==> config.mk <==
export PLATFORM = sky130hd
export DESIGN_NAME = itbs_top
export DESIGN_NICKNAME = d
export VERILOG_FILES = /design/src/hdl/itbs_pkg.sv /design/src/hdl/itbs_tbdiv.sv /design/src/hdl/itbs_top.sv
export SDC_FILE = /design/constraint.sdc
export NUM_CORES = 1
export LEC_CHECK = 0
export BUFFER_PORTS_ARGS = -buffer_cell sky130_fd_sc_hd__buf_2
export CORE_AREA = 2 2 129 94
export DETAILED_ROUTE_END_ITERATION = 16
export DIE_AREA = 0 0 131 96
export SETUP_SLACK_MARGIN = 0.2
export SLEW_MARGIN = 20
export SYNTH_ARGS = -nofsm -noshare
export SYNTH_HDL_FRONTEND = slang
export SYNTH_SLANG_ARGS = --single-unit
==> constraint.sdc <==
create_clock -name core_clk -period 2.9 [get_ports core_clk]
set_clock_uncertainty 0.15 [all_clocks]
set_input_delay 0.29 -clock core_clk [delete_from_list [all_inputs] [get_ports core_clk]]
set_output_delay 0.29 -clock core_clk [all_outputs]
set_load 0.01 [all_outputs]
==> src/hdl/itbs_pkg.sv <==
// constants, types and carriers for the interrupt source and time base block
// assumes a single 40 MHz core clock and an AXI4-Lite register master
package itbs_pkg;
    localparam int ITBS_AW = 5;
    localparam logic [4:0] ITBS_OFS_ENA = 5'h00;
    localparam logic [4:0] ITBS_OFS_FLAG = 5'h04;
    localparam logic [4:0] ITBS_OFS_TBC = 5'h08;
    localparam logic [4:0] ITBS_OFS_STAT = 5'h0C;
    localparam logic [1:0] ITBS_RESP_OKAY = 2'h0;
    localparam logic [1:0] ITBS_RESP_SLVERR = 2'h2;

    // flag and enable layout, lowest index has highest priority
    localparam int ITBS_NFLG = 7;
    localparam int ITBS_NGRP = 3;
    localparam int ITBS_GSRC = 4;
    localparam int ITBS_F_CMP = 0;
    localparam int ITBS_F_GRP = 1;
    localparam int ITBS_F_CONV = 4;
    localparam int ITBS_F_TBA = 5;
    localparam int ITBS_F_TBB = 6;
    localparam int ITBS_ENA_GIE = 7;

    // time_base_control fields
    localparam int ITBS_TBC_RUN = 7;
    localparam int ITBS_TBC_CKS = 6;
    localparam int ITBS_TBC_BP_LSB = 4;
    localparam int ITBS_TBC_LP = 3;
    localparam int ITBS_TBC_AP_LSB = 0;
    localparam logic [7:0] ITBS_TBC_RST = 8'h37;

    localparam int ITBS_TB_W = 15;
    localparam logic [14:0] ITBS_TB_FULL = 15'h7FFF;
    localparam logic [2:0] ITBS_TBA_SEL_MAX = 3'h7;
    localparam logic [1:0] ITBS_TBB_SEL_MAX = 2'h3;
    localparam logic [1:0] ITBS_SYS_DIV_LAST = 2'h3;

    typedef enum logic [1:0] {
        ITBS_WR_IDLE = 2'b01,
        ITBS_WR_RESP = 2'b10
    } itbs_wr_st_t;

    typedef struct packed {
        logic awvalid;
        logic [4:0] awaddr;
        logic wvalid;
        logic [31:0] wdata;
        logic [3:0] wstrb;
        logic bready;
        logic arvalid;
        logic [4:0] araddr;
        logic rready;
    } itbs_axi_req_t;

    typedef struct packed {
        logic awready;
        logic wready;
        logic bvalid;
        logic [1:0] bresp;
        logic arready;
        logic rvalid;
        logic [31:0] rdata;
        logic [1:0] rresp;
    } itbs_axi_rsp_t;

    typedef struct packed {
        logic [6:0] flag;
        logic [7:0] ena;
        logic [7:0] time_base_control;
        logic [2:0] vid;
        logic wake;
        logic cmp_prev;
        logic osc_prev;
        logic [1:0] div4;
        logic [2:0][3:0] src_prev;
        logic awv;
        logic [4:0] awa;
        logic wv;
        logic [7:0] wd;
        logic wst0;
        itbs_wr_st_t wst;
        logic [1:0] bresp;
        logic rv;
        logic [31:0] rd;
        logic [1:0] rresp;
    } itbs_state_t;

    typedef struct packed {
        logic [14:0] cnt;
    } itbs_div_t;
endpackage

==> src/hdl/itbs_tbdiv.sv <==
// divider chain shared by both time bases, advanced by a one-cycle tick
// assumes tick is already qualified by the selected time base input clock
`timescale 1ns/100ps
module itbs_tbdiv import itbs_pkg::*; (
    input wire logic core_clk,
    input wire logic rst_b,
    input wire logic run,
    input wire logic tick,
    input wire logic [2:0] a_sel,
    input wire logic [1:0] b_sel,
    output logic ovf_a,
    output logic ovf_b
);
    itbs_div_t s;
    itbs_div_t n;
    logic [14:0] mask_a;
    logic [14:0] mask_b;

    // period is 2**(8+a_sel) and 2**(12+b_sel) input clocks
    assign mask_a = ITBS_TB_FULL >> (ITBS_TBA_SEL_MAX - a_sel);
    assign mask_b = ITBS_TB_FULL >> (ITBS_TBB_SEL_MAX - b_sel);

    // the chain never stops on overflow, it wraps and keeps counting
    always_comb begin
        n = s;
        if (!run) begin
            n.cnt = '0;
        end else if (tick) begin
            n.cnt = s.cnt + 15'h0001;
        end
    end

    assign ovf_a = run && tick && ((s.cnt & mask_a) == mask_a);
    assign ovf_b = run && tick && ((s.cnt & mask_b) == mask_b);

    always_ff @(posedge core_clk or negedge rst_b) begin
        if (!rst_b) begin
            s <= '0;
        end else begin
            s <= n;
        end
    end
endmodule

==> src/hdl/itbs_top.sv <==
// interrupt request flags, vector arbitration and time base control
// assumes synchronous inputs and a core that acknowledges vec_req with vec_ack
`timescale 1ns/100ps
module itbs_top import itbs_pkg::*; (
    input wire logic core_clk,
    input wire logic rst_b,
    input wire itbs_axi_req_t axi_req,
    output itbs_axi_rsp_t axi_rsp,
    input wire logic cmp_out,
    input wire logic conv_done,
    input wire logic [2:0][3:0] group_src_flags,
    input wire logic tbase_osc_clk,
    input wire logic stack_full,
    output logic vec_req,
    output logic [2:0] vec_id,
    input wire logic vec_ack,
    input wire logic irq_return_instr,
    output logic wake_pulse,
    output logic slow_xtal_low_power
);
    itbs_state_t s;
    itbs_state_t n;
    logic [6:0] set_v;
    logic [6:0] clr_sw;
    logic [6:0] svc;
    logic [6:0] pend_n;
    logic tb_tick;
    logic tba_ovf;
    logic tbb_ovf;
    logic svc_go;
    logic ena_wr;

    function automatic logic is_mapped(input logic [4:0] a);
        is_mapped = (a == ITBS_OFS_ENA) || (a == ITBS_OFS_FLAG) ||
                    (a == ITBS_OFS_TBC) || (a == ITBS_OFS_STAT);
    endfunction

    // fixed priority: lowest flag index wins
    function automatic logic [2:0] pick(input logic [6:0] p);
        pick = 3'h0;
        for (int i = ITBS_NFLG - 1; i >= 0; i--) begin
            if (p[i]) begin
                pick = 3'(i);
            end
        end
    endfunction

    // time base input: synchronous oscillator edge or system clock over four
    assign tb_tick = s.time_base_control[ITBS_TBC_CKS] ? (s.div4 == ITBS_SYS_DIV_LAST)
                                         : (tbase_osc_clk && !s.osc_prev);

    itbs_tbdiv u_div (
        .core_clk(core_clk),
        .rst_b(rst_b),
        .run(s.time_base_control[ITBS_TBC_RUN]),
        .tick(tb_tick),
        .a_sel(s.time_base_control[ITBS_TBC_AP_LSB +: 3]),
        .b_sel(s.time_base_control[ITBS_TBC_BP_LSB +: 2]),
        .ovf_a(tba_ovf),
        .ovf_b(tbb_ovf)
    );

    assign svc_go = vec_req && vec_ack;

    // software write to the enable register, the only way besides a return to raise gie
    assign ena_wr = (s.wst == ITBS_WR_IDLE) && s.awv && s.wv && s.wst0 &&
                    (s.awa == ITBS_OFS_ENA);

    always_comb begin
        n = s;
        set_v = '0;
        clr_sw = '0;
        svc = '0;
        n.cmp_prev = cmp_out;
        n.osc_prev = tbase_osc_clk;
        n.src_prev = group_src_flags;
        n.div4 = s.div4 + 2'h1;

        // event capture
        set_v[ITBS_F_CMP] = cmp_out ^ s.cmp_prev;
        for (int g = 0; g < ITBS_NGRP; g++) begin
            set_v[ITBS_F_GRP + g] = |(group_src_flags[g] & ~s.src_prev[g]);
        end
        set_v[ITBS_F_CONV] = conv_done;
        set_v[ITBS_F_TBA] = tba_ovf;
        set_v[ITBS_F_TBB] = tbb_ovf;

        // write channel: address and data accepted in either order
        case (s.wst)
            ITBS_WR_IDLE: begin
                if (axi_req.awvalid && !s.awv) begin
                    n.awv = 1'b1;
                    n.awa = axi_req.awaddr;
                end
                if (axi_req.wvalid && !s.wv) begin
                    n.wv = 1'b1;
                    n.wd = axi_req.wdata[7:0];
                    n.wst0 = axi_req.wstrb[0];
                end
                if (s.awv && s.wv) begin
                    n.awv = 1'b0;
                    n.wv = 1'b0;
                    n.wst = ITBS_WR_RESP;
                    n.bresp = is_mapped(s.awa) ? ITBS_RESP_OKAY : ITBS_RESP_SLVERR;
                    if (s.wst0) begin
                        case (s.awa)
                            ITBS_OFS_ENA: begin
                                n.ena = s.wd;
                            end
                            ITBS_OFS_FLAG: begin
                                clr_sw = s.wd[6:0];
                            end
                            ITBS_OFS_TBC: begin
                                n.time_base_control = s.wd;
                            end
                            default: begin
                            end
                        endcase
                    end
                end
            end
            ITBS_WR_RESP: begin
                if (axi_req.bready) begin
                    n.wst = ITBS_WR_IDLE;
                end
            end
            default: begin
                n.wst = ITBS_WR_IDLE;
            end
        endcase

        // read channel
        if (s.rv) begin
            if (axi_req.rready) begin
                n.rv = 1'b0;
            end
        end else if (axi_req.arvalid) begin
            n.rv = 1'b1;
            n.rd = '0;
            n.rresp = is_mapped(axi_req.araddr) ? ITBS_RESP_OKAY : ITBS_RESP_SLVERR;
            case (axi_req.araddr)
                ITBS_OFS_ENA: begin
                    n.rd[7:0] = s.ena;
                end
                ITBS_OFS_FLAG: begin
                    n.rd[6:0] = s.flag;
                end
                ITBS_OFS_TBC: begin
                    n.rd[7:0] = s.time_base_control;
                end
                ITBS_OFS_STAT: begin
                    n.rd[4:0] = {vec_id, vec_req, stack_full};
                end
                default: begin
                end
            endcase
        end

        // global enable: return sets it, a taken call clears it last
        if (irq_return_instr) begin
            n.ena[ITBS_ENA_GIE] = 1'b1;
        end
        if (svc_go) begin
            svc[vec_id] = 1'b1;
            n.ena[ITBS_ENA_GIE] = 1'b0;
        end

        // a new event in the clearing cycle survives
        n.flag = (s.flag & ~clr_sw & ~svc) | set_v;
        n.wake = |(set_v & ~s.flag);
        pend_n = n.flag & n.ena[6:0];
        n.vid = pick(pend_n);
    end

    // a call is offered only with a free stack and the global enable set
    assign vec_req = (|(s.flag & s.ena[6:0])) && s.ena[ITBS_ENA_GIE] && !stack_full;
    assign vec_id = s.vid;
    assign wake_pulse = s.wake;
    assign slow_xtal_low_power = s.time_base_control[ITBS_TBC_LP];

    always_comb begin
        axi_rsp = '0;
        axi_rsp.awready = (s.wst == ITBS_WR_IDLE) && !s.awv;
        axi_rsp.wready = (s.wst == ITBS_WR_IDLE) && !s.wv;
        axi_rsp.bvalid = (s.wst == ITBS_WR_RESP);
        axi_rsp.bresp = s.bresp;
        axi_rsp.arready = !s.rv;
        axi_rsp.rvalid = s.rv;
        axi_rsp.rdata = s.rd;
        axi_rsp.rresp = s.rresp;
    end

    always_ff @(posedge core_clk or negedge rst_b) begin
        if (!rst_b) begin
            s <= '0;
            s.time_base_control <= ITBS_TBC_RST;
            s.wst <= ITBS_WR_IDLE;
        end else begin
            s <= n;
        end
    end

    for (genvar gi = 0; gi < ITBS_NGRP; gi++) begin : g_grp_chk

    end
endmodule

# Word level (Yosys, flattened, before mapping)
# Index checks and enable logic that the tools add are counted.
# word_totals
out_inout_bits,47
ff_bits,89
input_bits,71
elab_cells,149
# op_classes
eq_ne,14
magnitude_cmp,2
bitwise_logic,19
n_addsub,4
n_shift,2
mux,39
n_reduce_logical,46
# ops
cell,n
16-bit 2-to-1 mux,3
7-bit bitwise AND,5
35-bit 2-to-1 mux,1
7-bit 2-to-1 mux,5
15-bit bitwise AND,2
15-bit equality test,2
15-bit 2-to-1 mux,2
3-bit 2-to-1 mux,7
7-bit inverter,3
"5-bit by 4-bit equality test with 1-bit output, second input constant",4
5-bit case mux with 4 select lines,1
8-bit 2-to-1 mux,2
"15-bit by 1-bit adder with 15-bit output, second input constant",1
"15-bit by 2-bit right shift with 15-bit output, first input constant",1
"15-bit by 3-bit right shift with 15-bit output, first input constant",1
2-bit AND reduction,7
7-bit OR reduction,2
1-bit logical AND,13
4-bit bitwise AND,3
4-bit inverter,3
3-bit nonzero test,4
4-bit OR reduction,3
"5-bit by 3-bit equality test with 1-bit output, second input constant",2
5-bit zero test,2
other kinds (25),47

# Longest topological paths before layout
# Gate-level depths: netlist of run 1.
# logic_depth
word_depth,17
depth_mapped,8
depth_no_buf,7

# Modules after synthesis
# Synthesis of run 1 repeated with hierarchy kept, for this count alone.
# hier_totals
cells_unflattened,399
hier_area_um2,4327.9
# by_module_without_submodules
module,seq_area_each_um2,n_inst,cells_each,area_each_um2
itbs_top,1809.2,1,300,3430.8
itbs_tbdiv,375.4,1,99,897.1

# Worst setup path before layout of run 1
# OpenSTA, ideal clock, no wires.
# synth_timing
path_type,reg-to-reg
start,register s[37] in the netlist's numbering
end,register s (netlist bit vec_id[2])
setup_ns,0.077
path_stages_with_launch,7
t_arrival_ns,2.390
synth_period_minus_slack_ns,2.617
path_buffers,0
t_required_ns,2.673
setup_slack_ns,0.283
cell_sequence,dfstp_2 nand4b_1 nor4b_4 mux2_2 a21boi_2 or4_1 a21oi_1
# synth_rtl
element,line_no,rtl
from (decl),itbs_top.sv:21,itbs_state_t s;
from (signal assigned),itbs_top.sv:199,s <= n;

==> results of run 1 <==
worst min path at each step:
stage	from	cells after the start	slack (ps)	to
final	axi_req[15]	3	8	s[43]$_DFFE_PN0P_
after global routing	axi_req[15]	3	10	s[43]$_DFFE_PN0P_
after CTS	axi_req[15]	3	2	s[43]$_DFFE_PN0P_
after detailed placement	rst_b	1	240	s[93]$_DFF_PN0_
after global placement	rst_b	1	230	s[46]$_DFFE_PN0P_
after floorplan	rst_b	0	-160	axi_rsp[1]$_DFFE_PN0P_
through the flow:
step           util [%]  worst slack (ps)  hold slack, ps  cells
2_1_floorplan         -               283            -156    430
3_3_place_gp       41.1               307             228    607
3_5_place_dp       41.1               216             239    607
4_1_cts            45.1               226            1.78    640
5_1_grt            45.7               149            10.1    646
6_report           45.7               245            7.57    646
cell type report:
| class | count | area (um^2) |
|---|---|---|
| clock buffer | 11 | 253 |
| inverter | 34 | 128 |
| fill | 1079 | 6160 |
| sequential | 87 | 2180 |
| multi-input combinational | 259 | 1800 |
| timing repair buffer | 93 | 599 |
| clock inverter | 5 | 32.5 |
| tap | 157 | 196 |
power by group:
| part | internal (mW) | leakage (nW) | total, mW | switching, mW |
|---|---|---|---|---|
| registers | 1.47 | 1.07 | 1.75 | 0.277 |
| logic | 0.512 | 1.18 | 1.04 | 0.532 |
| clock network | 0.623 | 0.134 | 1.09 | 0.469 |
| total | 2.61 | 2.39 | 3.89 | 1.28 |
what timing repair did:
item                                   in CTS  in global routing
hold buffers                               17                  0
gates cloned                                0                  0
resized for setup                           1                  5
setup endpoints to repair                   1                  2
endpoints found under the hold margin      63                  0
pin swaps                                   0                  3
buffers inserted                            0                  6
layer usage:
layer | wire, um | global-route usage [%] | up-vias
met3 | 884 | 5.95 | 19
met1 | 4690 | 23.6 | 1528
met2 | 4070 | 22.3 | 143
met5 | 0 | 0 | -
met4 | 146 | 4.79 | 0
li1 | - | - | 1501
kinds of logic after synthesis:
family,count (synthesis)
XOR/XNOR,12
buffers and inverters,84
multiplexers,32
AND/OR/NAND/NOR,109
other,1
adder cells (fa/ha/maj),2
flip-flops,87
AO/OA/AOI/OAI,78
Yosys cell counts (3+ instances only):
| master | count |
|---|---|
| a31oi_1 | 3 |
| nor2b_1 | 11 |
| a222oi_1 | 5 |
| xnor2_1 | 7 |
| dfstp_2 | 6 |
| dfrtp_1 | 81 |
| nand2_1 | 36 |
| o221ai_1 | 3 |
| clkbuf_1 | 8 |
| mux2_2 | 23 |
| xor2_1 | 5 |
| and2_1 | 8 |
| a221oi_1 | 4 |
| nor2_1 | 15 |
| o21ai_0 | 23 |
| buf_4 | 40 |
| a21oi_1 | 6 |
| nand2b_1 | 6 |
| nor3_1 | 4 |
| o22ai_1 | 5 |
| inv_1 | 34 |
| nand4_1 | 5 |
| nand3_1 | 6 |
| a21boi_0 | 4 |
| or3_1 | 5 |
| mux2i_1 | 6 |
sequential cells by signal (all words and copies together) (netlist names):
name / cells
u_div.s: 15
slow_xtal_low_power: 1
wake_pulse: 1
vec_id: 3
s: 56
axi_rsp: 11
worst max-delay path, stage by stage, from the launching register on:
cell and delay, ps:
dfstp_2 550, nand4b_1 240, nor4b_4 360, buf_6 190
mux2_4 320, a21boi_4 150, or4_4 520, a21oi_2 110
==> impl_results.md, run 1 <==
* Setup TNS at 0 ps
* Pre-antenna DRT Iters at 5
* Grt ovf at 0
* Drt initial violations at 285
* RSZ-0062 raised after global routing: yes
* First-pass GRT wire length at 15,100 um
* Post-synthesis mux area share at 8.58%
* Worst IR Drop VDD at 0.000335 V
* Worst reg2reg endpoint: vec_id[2]$_DFF_PN0_
* Startpoint Class: flop
* Post-route cell area at 5190 um^2
* Area share of the largest cell type after synthesis at 46.8%
* Combinational family with the most area after synthesis: simple AND/OR/NAND/NOR gates
* Pwr dens at 748 nW/um^2
* N_diodes at 0
* R2R Setup Slk at 250 ps
* Clk_lat worst skew at 340 ps
* Ys async rst share at 100%
* Htree depth at 3
* Cells taking the most area after synthesis: dfrtp_1 47%, buf_4 6.9%, mux2_2 6.0%
* Tot GR Track Use at 16.2%
* Drt via density at 4.94
* Cells after Synth at 405
* WP data arrival at 2780 ps
* # IOs at 118
* Leakage at 2.39 nW
* Outcome: complete, no violations
* Slew HR at 46.4%
* Residual DRC at 0
* CP required at 3030 ps
* Max Root-Sink Buffers at 2
* CTS buffer count at 9
* Number of global-route vias before repair at 2,930
* Clock sinks at 87
* RR Startpoint: s[37]$_DFFE_PN1P_
* Post-DRT Antenna Nets at 0
* Hold Vio Cnt, Final at 0
* Post-Synth Simple-Gate Area at 13.7%
* Synthesized cell area at 4330 um^2
* Chip width at 131 um
* Worst-Margin Slew at 804 ps
* Top_reg_cell synth: dfrtp_1
* Final setup violation count at 0
* WL/cell at 15.2 um
* Setup crit start: s[37]$_DFFE_PN1P_
* Post-synthesis compound-gate area fraction at 13.5%
* Tot Pwr at 3.89 mW
* Largest net degree at the start of global routing at 54
* Synth Register Bits at 87
* CTS clk-pin slew, worst paths at 60 ps
* Buffers on Ports at 64
* Slew Viols, Final at 0
* FP Rows at 33
* Yosys Warn Count at 0
* Fin crit period at 2650 ps
* Synthesized area per cell at 10.7 um^2
* Most common cell after layout, fill and taps aside: dfrtp_1
* GPL Wtd Cong at 0.884
* Initial antenna violation count at 0
* Crit Path Category: reg -> reg
* DR vias at 3,191
* Initial Util at 38.2%
* Xor/xnor cell area share of the yosys netlist at 2.43%
* Synth area leader: dfrtp_1
* Fin nets at 557
* Final period utilization at 91.6%
* DP Wirelength at 7170 um
* Final WL at 9790 um
* Post-DP Area at 4670 um^2
* Core area at 11,400 um^2
* Min-delay worst type: in -> reg
* P&R area growth vs syn at 19.8%
* Post-Synth Adder-Cell Area at 0.578%
* Sequential fraction of the synthesis area at 50.4%
* CP endpoint kind: flop
* TritonCTS clock tree: built
* Max_cap viols at 0
* Most frequent cells in the layout: 81 x dfrtp_1, 63 x buf_2, 36 x nand2_1
* Post-synth EDFFs at 0
* CP endpoint: vec_id[2]$_DFF_PN0_
* FMAX at 0.377 GHz
* Die Y at 96 um
* CTS root buffer: clkbuf_16
* Yosys cell types at 59
* Die ar. at 12,600 um^2
* FF-to-FF path depth at 7
* Largest fanout on the critical path at 7
* Share of cells above drive strength 1 at 28.4%
Note: power is estimated with default switching activity, not from simulation.
==> run 2: changes to the inputs <==
Settings changed: PLACE_DENSITY_LB_ADDON from default to 0.08.
==> impl_results.md, run 2 (same netlist as run 1, synthesis figures left out) <==
* Outcome: complete, no violations (unchanged)
* Drt initial violations at 259 (was 285)
* Min-delay worst type: in -> reg (unchanged)
* FMAX at 0.377 GHz (about the same)
* CP Buf/Inv Count at 1 (unchanged)
* Hold Vio Cnt, Final at 0 (unchanged)
* Final setup violation count at 0 (unchanged)
* R2R Setup Slk at 250 ps (about the same)
* WL/cell at 15.9 um (was 15.2 um)
* Setup crit start: s[37]$_DFFE_PN1P_ (unchanged)
* Worst reg2reg endpoint: vec_id[2]$_DFF_PN0_ (unchanged)
* Biggest register: s (unchanged)
* Htree depth at 3 (unchanged)
* Share of cells above drive strength 1 at 27.2% (was 28.4%)
* GPL Wtd Cong at 0.810 (was 0.884)
* Leakage at 2.39 nW (about the same)
* Hold Slack at 20.3 ps (was 7.57 ps)
* Internal Dissipation at 2.69 mW (was 2.61 mW)
* CP Cell Sequence: nand4b_1, nor4b_4, buf_6, mux2_4, a21boi_4, or4_1, a21oi_1 (was nand4b_1, nor4b_4, buf_6, mux2_4, a21boi_4, or4_4, a21oi_2)
* FP Rows at 33 (unchanged)
* Drt via density at 4.82 (was 4.94)
* Initial antenna violation count at 0 (unchanged)
* Clock power frac at 30.2% (was 28.1%)
* CP required at 3010 ps (was 3030 ps)
* Placed cells at 610 (was 607)
* DP Wirelength at 7480 um (was 7170 um)
* Slew Viols, Final at 0 (unchanged)
* CP endpoint kind: flop (unchanged)
* Max reg flops at 56 (unchanged)
* Initial Util at 38.2% (unchanged)
* CTS clk-pin slew, worst paths at 60 ps (about the same)
* Die Y at 96 um (unchanged)
* RSZ-0062 raised after global routing: yes (unchanged)
* Net Sw Frac at 31.8% (was 32.9%)
* Reg power frac at 44.4% (was 45.0%)
* Filler cell count at 1,076 (was 1,079)
* Final period utilization at 91.5% (was 91.6%)
* Number of global-route vias before repair at 2,958 (was 2,930)
* DR vias at 3,099 (was 3,191)
* Most common cell after layout, fill and taps aside: dfrtp_1 (unchanged)
* Clock sinks at 87 (unchanged)
* Tot Pwr at 3.94 mW (was 3.89 mW)
* First-pass GRT wire length at 16,000 um (was 15,100 um)
* Slew HR at 56.6% (was 46.4%)
* Finished Layout Cells at 643 (was 646)
* Final WL at 10,200 um (was 9790 um)
* Max_cap viols at 0 (unchanged)
* Die ar. at 12,600 um^2 (unchanged)
* Setup TNS at 0 ps (unchanged)
* Logic pwr share at 25.5% (was 26.9%)
* WP depth at 7 (unchanged)
* Clk_lat worst skew at 330 ps (was 340 ps)
* TritonCTS clock tree: built (unchanged)
* FF-to-FF path depth at 7 (unchanged)
* Max Root-Sink Buffers at 2 (unchanged)
* Buffers on Ports at 64 (unchanged)
* Worst-Margin Slew at 651 ps (was 804 ps)
* Worst IR Drop VDD at 0.000359 V (was 0.000335 V)
* Critical path's slowest cell: dfstp_2 (unchanged)
* Largest net degree at the start of global routing at 50 (was 54)
* Pwr dens at 762 nW/um^2 (was 748 nW/um^2)
* Psw at 1.25 mW (was 1.28 mW)
* Fin crit period at 2650 ps (about the same)
* CTS buffer count at 9 (unchanged)
* WP data arrival at 2770 ps (was 2780 ps)
* Post-DRT Antenna Nets at 0 (unchanged)
* CP endpoint: vec_id[2]$_DFF_PN0_ (unchanged)
* Tot GR Track Use at 17.3% (was 16.2%)
* Pre-antenna DRT Iters at 4 (was 5)
* Most frequent cells in the layout: 81 x dfrtp_1, 63 x buf_2, 36 x nand2_1 (unchanged)
* Max incr delay on CP at 560 ps (was 550 ps)
* N_diodes at 0 (unchanged)
* RR Startpoint: s[37]$_DFFE_PN1P_ (unchanged)
* Startpoint Class: flop (unchanged)
* P&R area growth vs syn at 19.5% (was 19.8%)
* # IOs at 118 (unchanged)
* Chip width at 131 um (unchanged)
* Residual DRC at 0 (unchanged)
* Largest fanout on the critical path at 7 (unchanged)
* Fin nets at 554 (was 557)
* Crit Path Category: reg -> reg (unchanged)
* Grt ovf at 0 (unchanged)
* Critical path's top delay family: simple AND/OR/NAND/NOR gates (unchanged)
* Core area at 11,400 um^2 (unchanged)
* CTS root buffer: clkbuf_16 (unchanged)
==> run 2: through the flow <==
step	worst slack [ps]	utilization, %	instance area (um^2)
after floorplan	283	-	4430
after global placement	307	41.3	4690
after detailed placement	276	41.3	4690
after CTS	256	45.4	5160
after global routing	182	45.6	5180
final	246	45.6	5180
==> run 2: worst min path at each step <==
stage / slack [ps] / startpoint / endpoint / cells after the start
6_report: 20 / axi_req[13] / s[41]$_DFFE_PN0P_ / 3
5_1_grt: 20 / vec_ack / s[90]$_DFFE_PN0P_ / 2
4_1_cts: 9 / axi_req[15] / s[43]$_DFFE_PN0P_ / 3
3_5_place_dp: 220 / rst_b / s[68]$_DFF_PN0_ / 1
3_3_place_gp: 220 / rst_b / s[67]$_DFF_PN0_ / 1
2_1_floorplan: -160 / rst_b / axi_rsp[1]$_DFFE_PN0P_ / 0
==> run 2: worst reg2reg max path, stage by stage (launching register included) <==
cell	delay (ps)
dfstp_2	560
nand4b_1	240
nor4b_4	360
buf_6	200
mux2_4	320
a21boi_4	150
or4_1	470
a21oi_1	120
==> run 2: area by class of cell <==
cell class	count	area (um^2)	share of cell area, %
sequential	87	2180	42.2
multi-input combinational	259	1780	34.4
timing repair buffer	90	574	11.1
clock buffer	13	270	5.22
tap	157	196	3.80
inverter	34	128	2.47
clock inverter	3	40.0	0.774
==> run 2: power groups by stage <==
stage	clock network [mW]	registers, mW	logic (mW)
2_1_floorplan	0	1.66	0.757
3_3_place_gp	0	1.77	0.970
3_5_place_dp	0	1.77	0.986
4_1_cts	1.23	1.75	1.01
5_1_grt	1.28	1.78	1.12
6_report	1.19	1.75	1.00
==> run 2: routing by layer <==
| metal | share of wire (%) | track usage (%) |
|---|---|---|
| met4 | 0.74 | 5.23 |
| met5 | 0 | 0 |
| met1 | 52 | 27.1 |
| met3 | 7.3 | 4.39 |
| met2 | 40 | 23.1 |
==> run 2: repair_timing <==
item	4_1_cts	5_1_grt
setup buffers	0	1
hold endpoints to repair	60	0
endpoints found under the setup margin	0	2
hold buffers	16	0
gates resized for setup	0	2
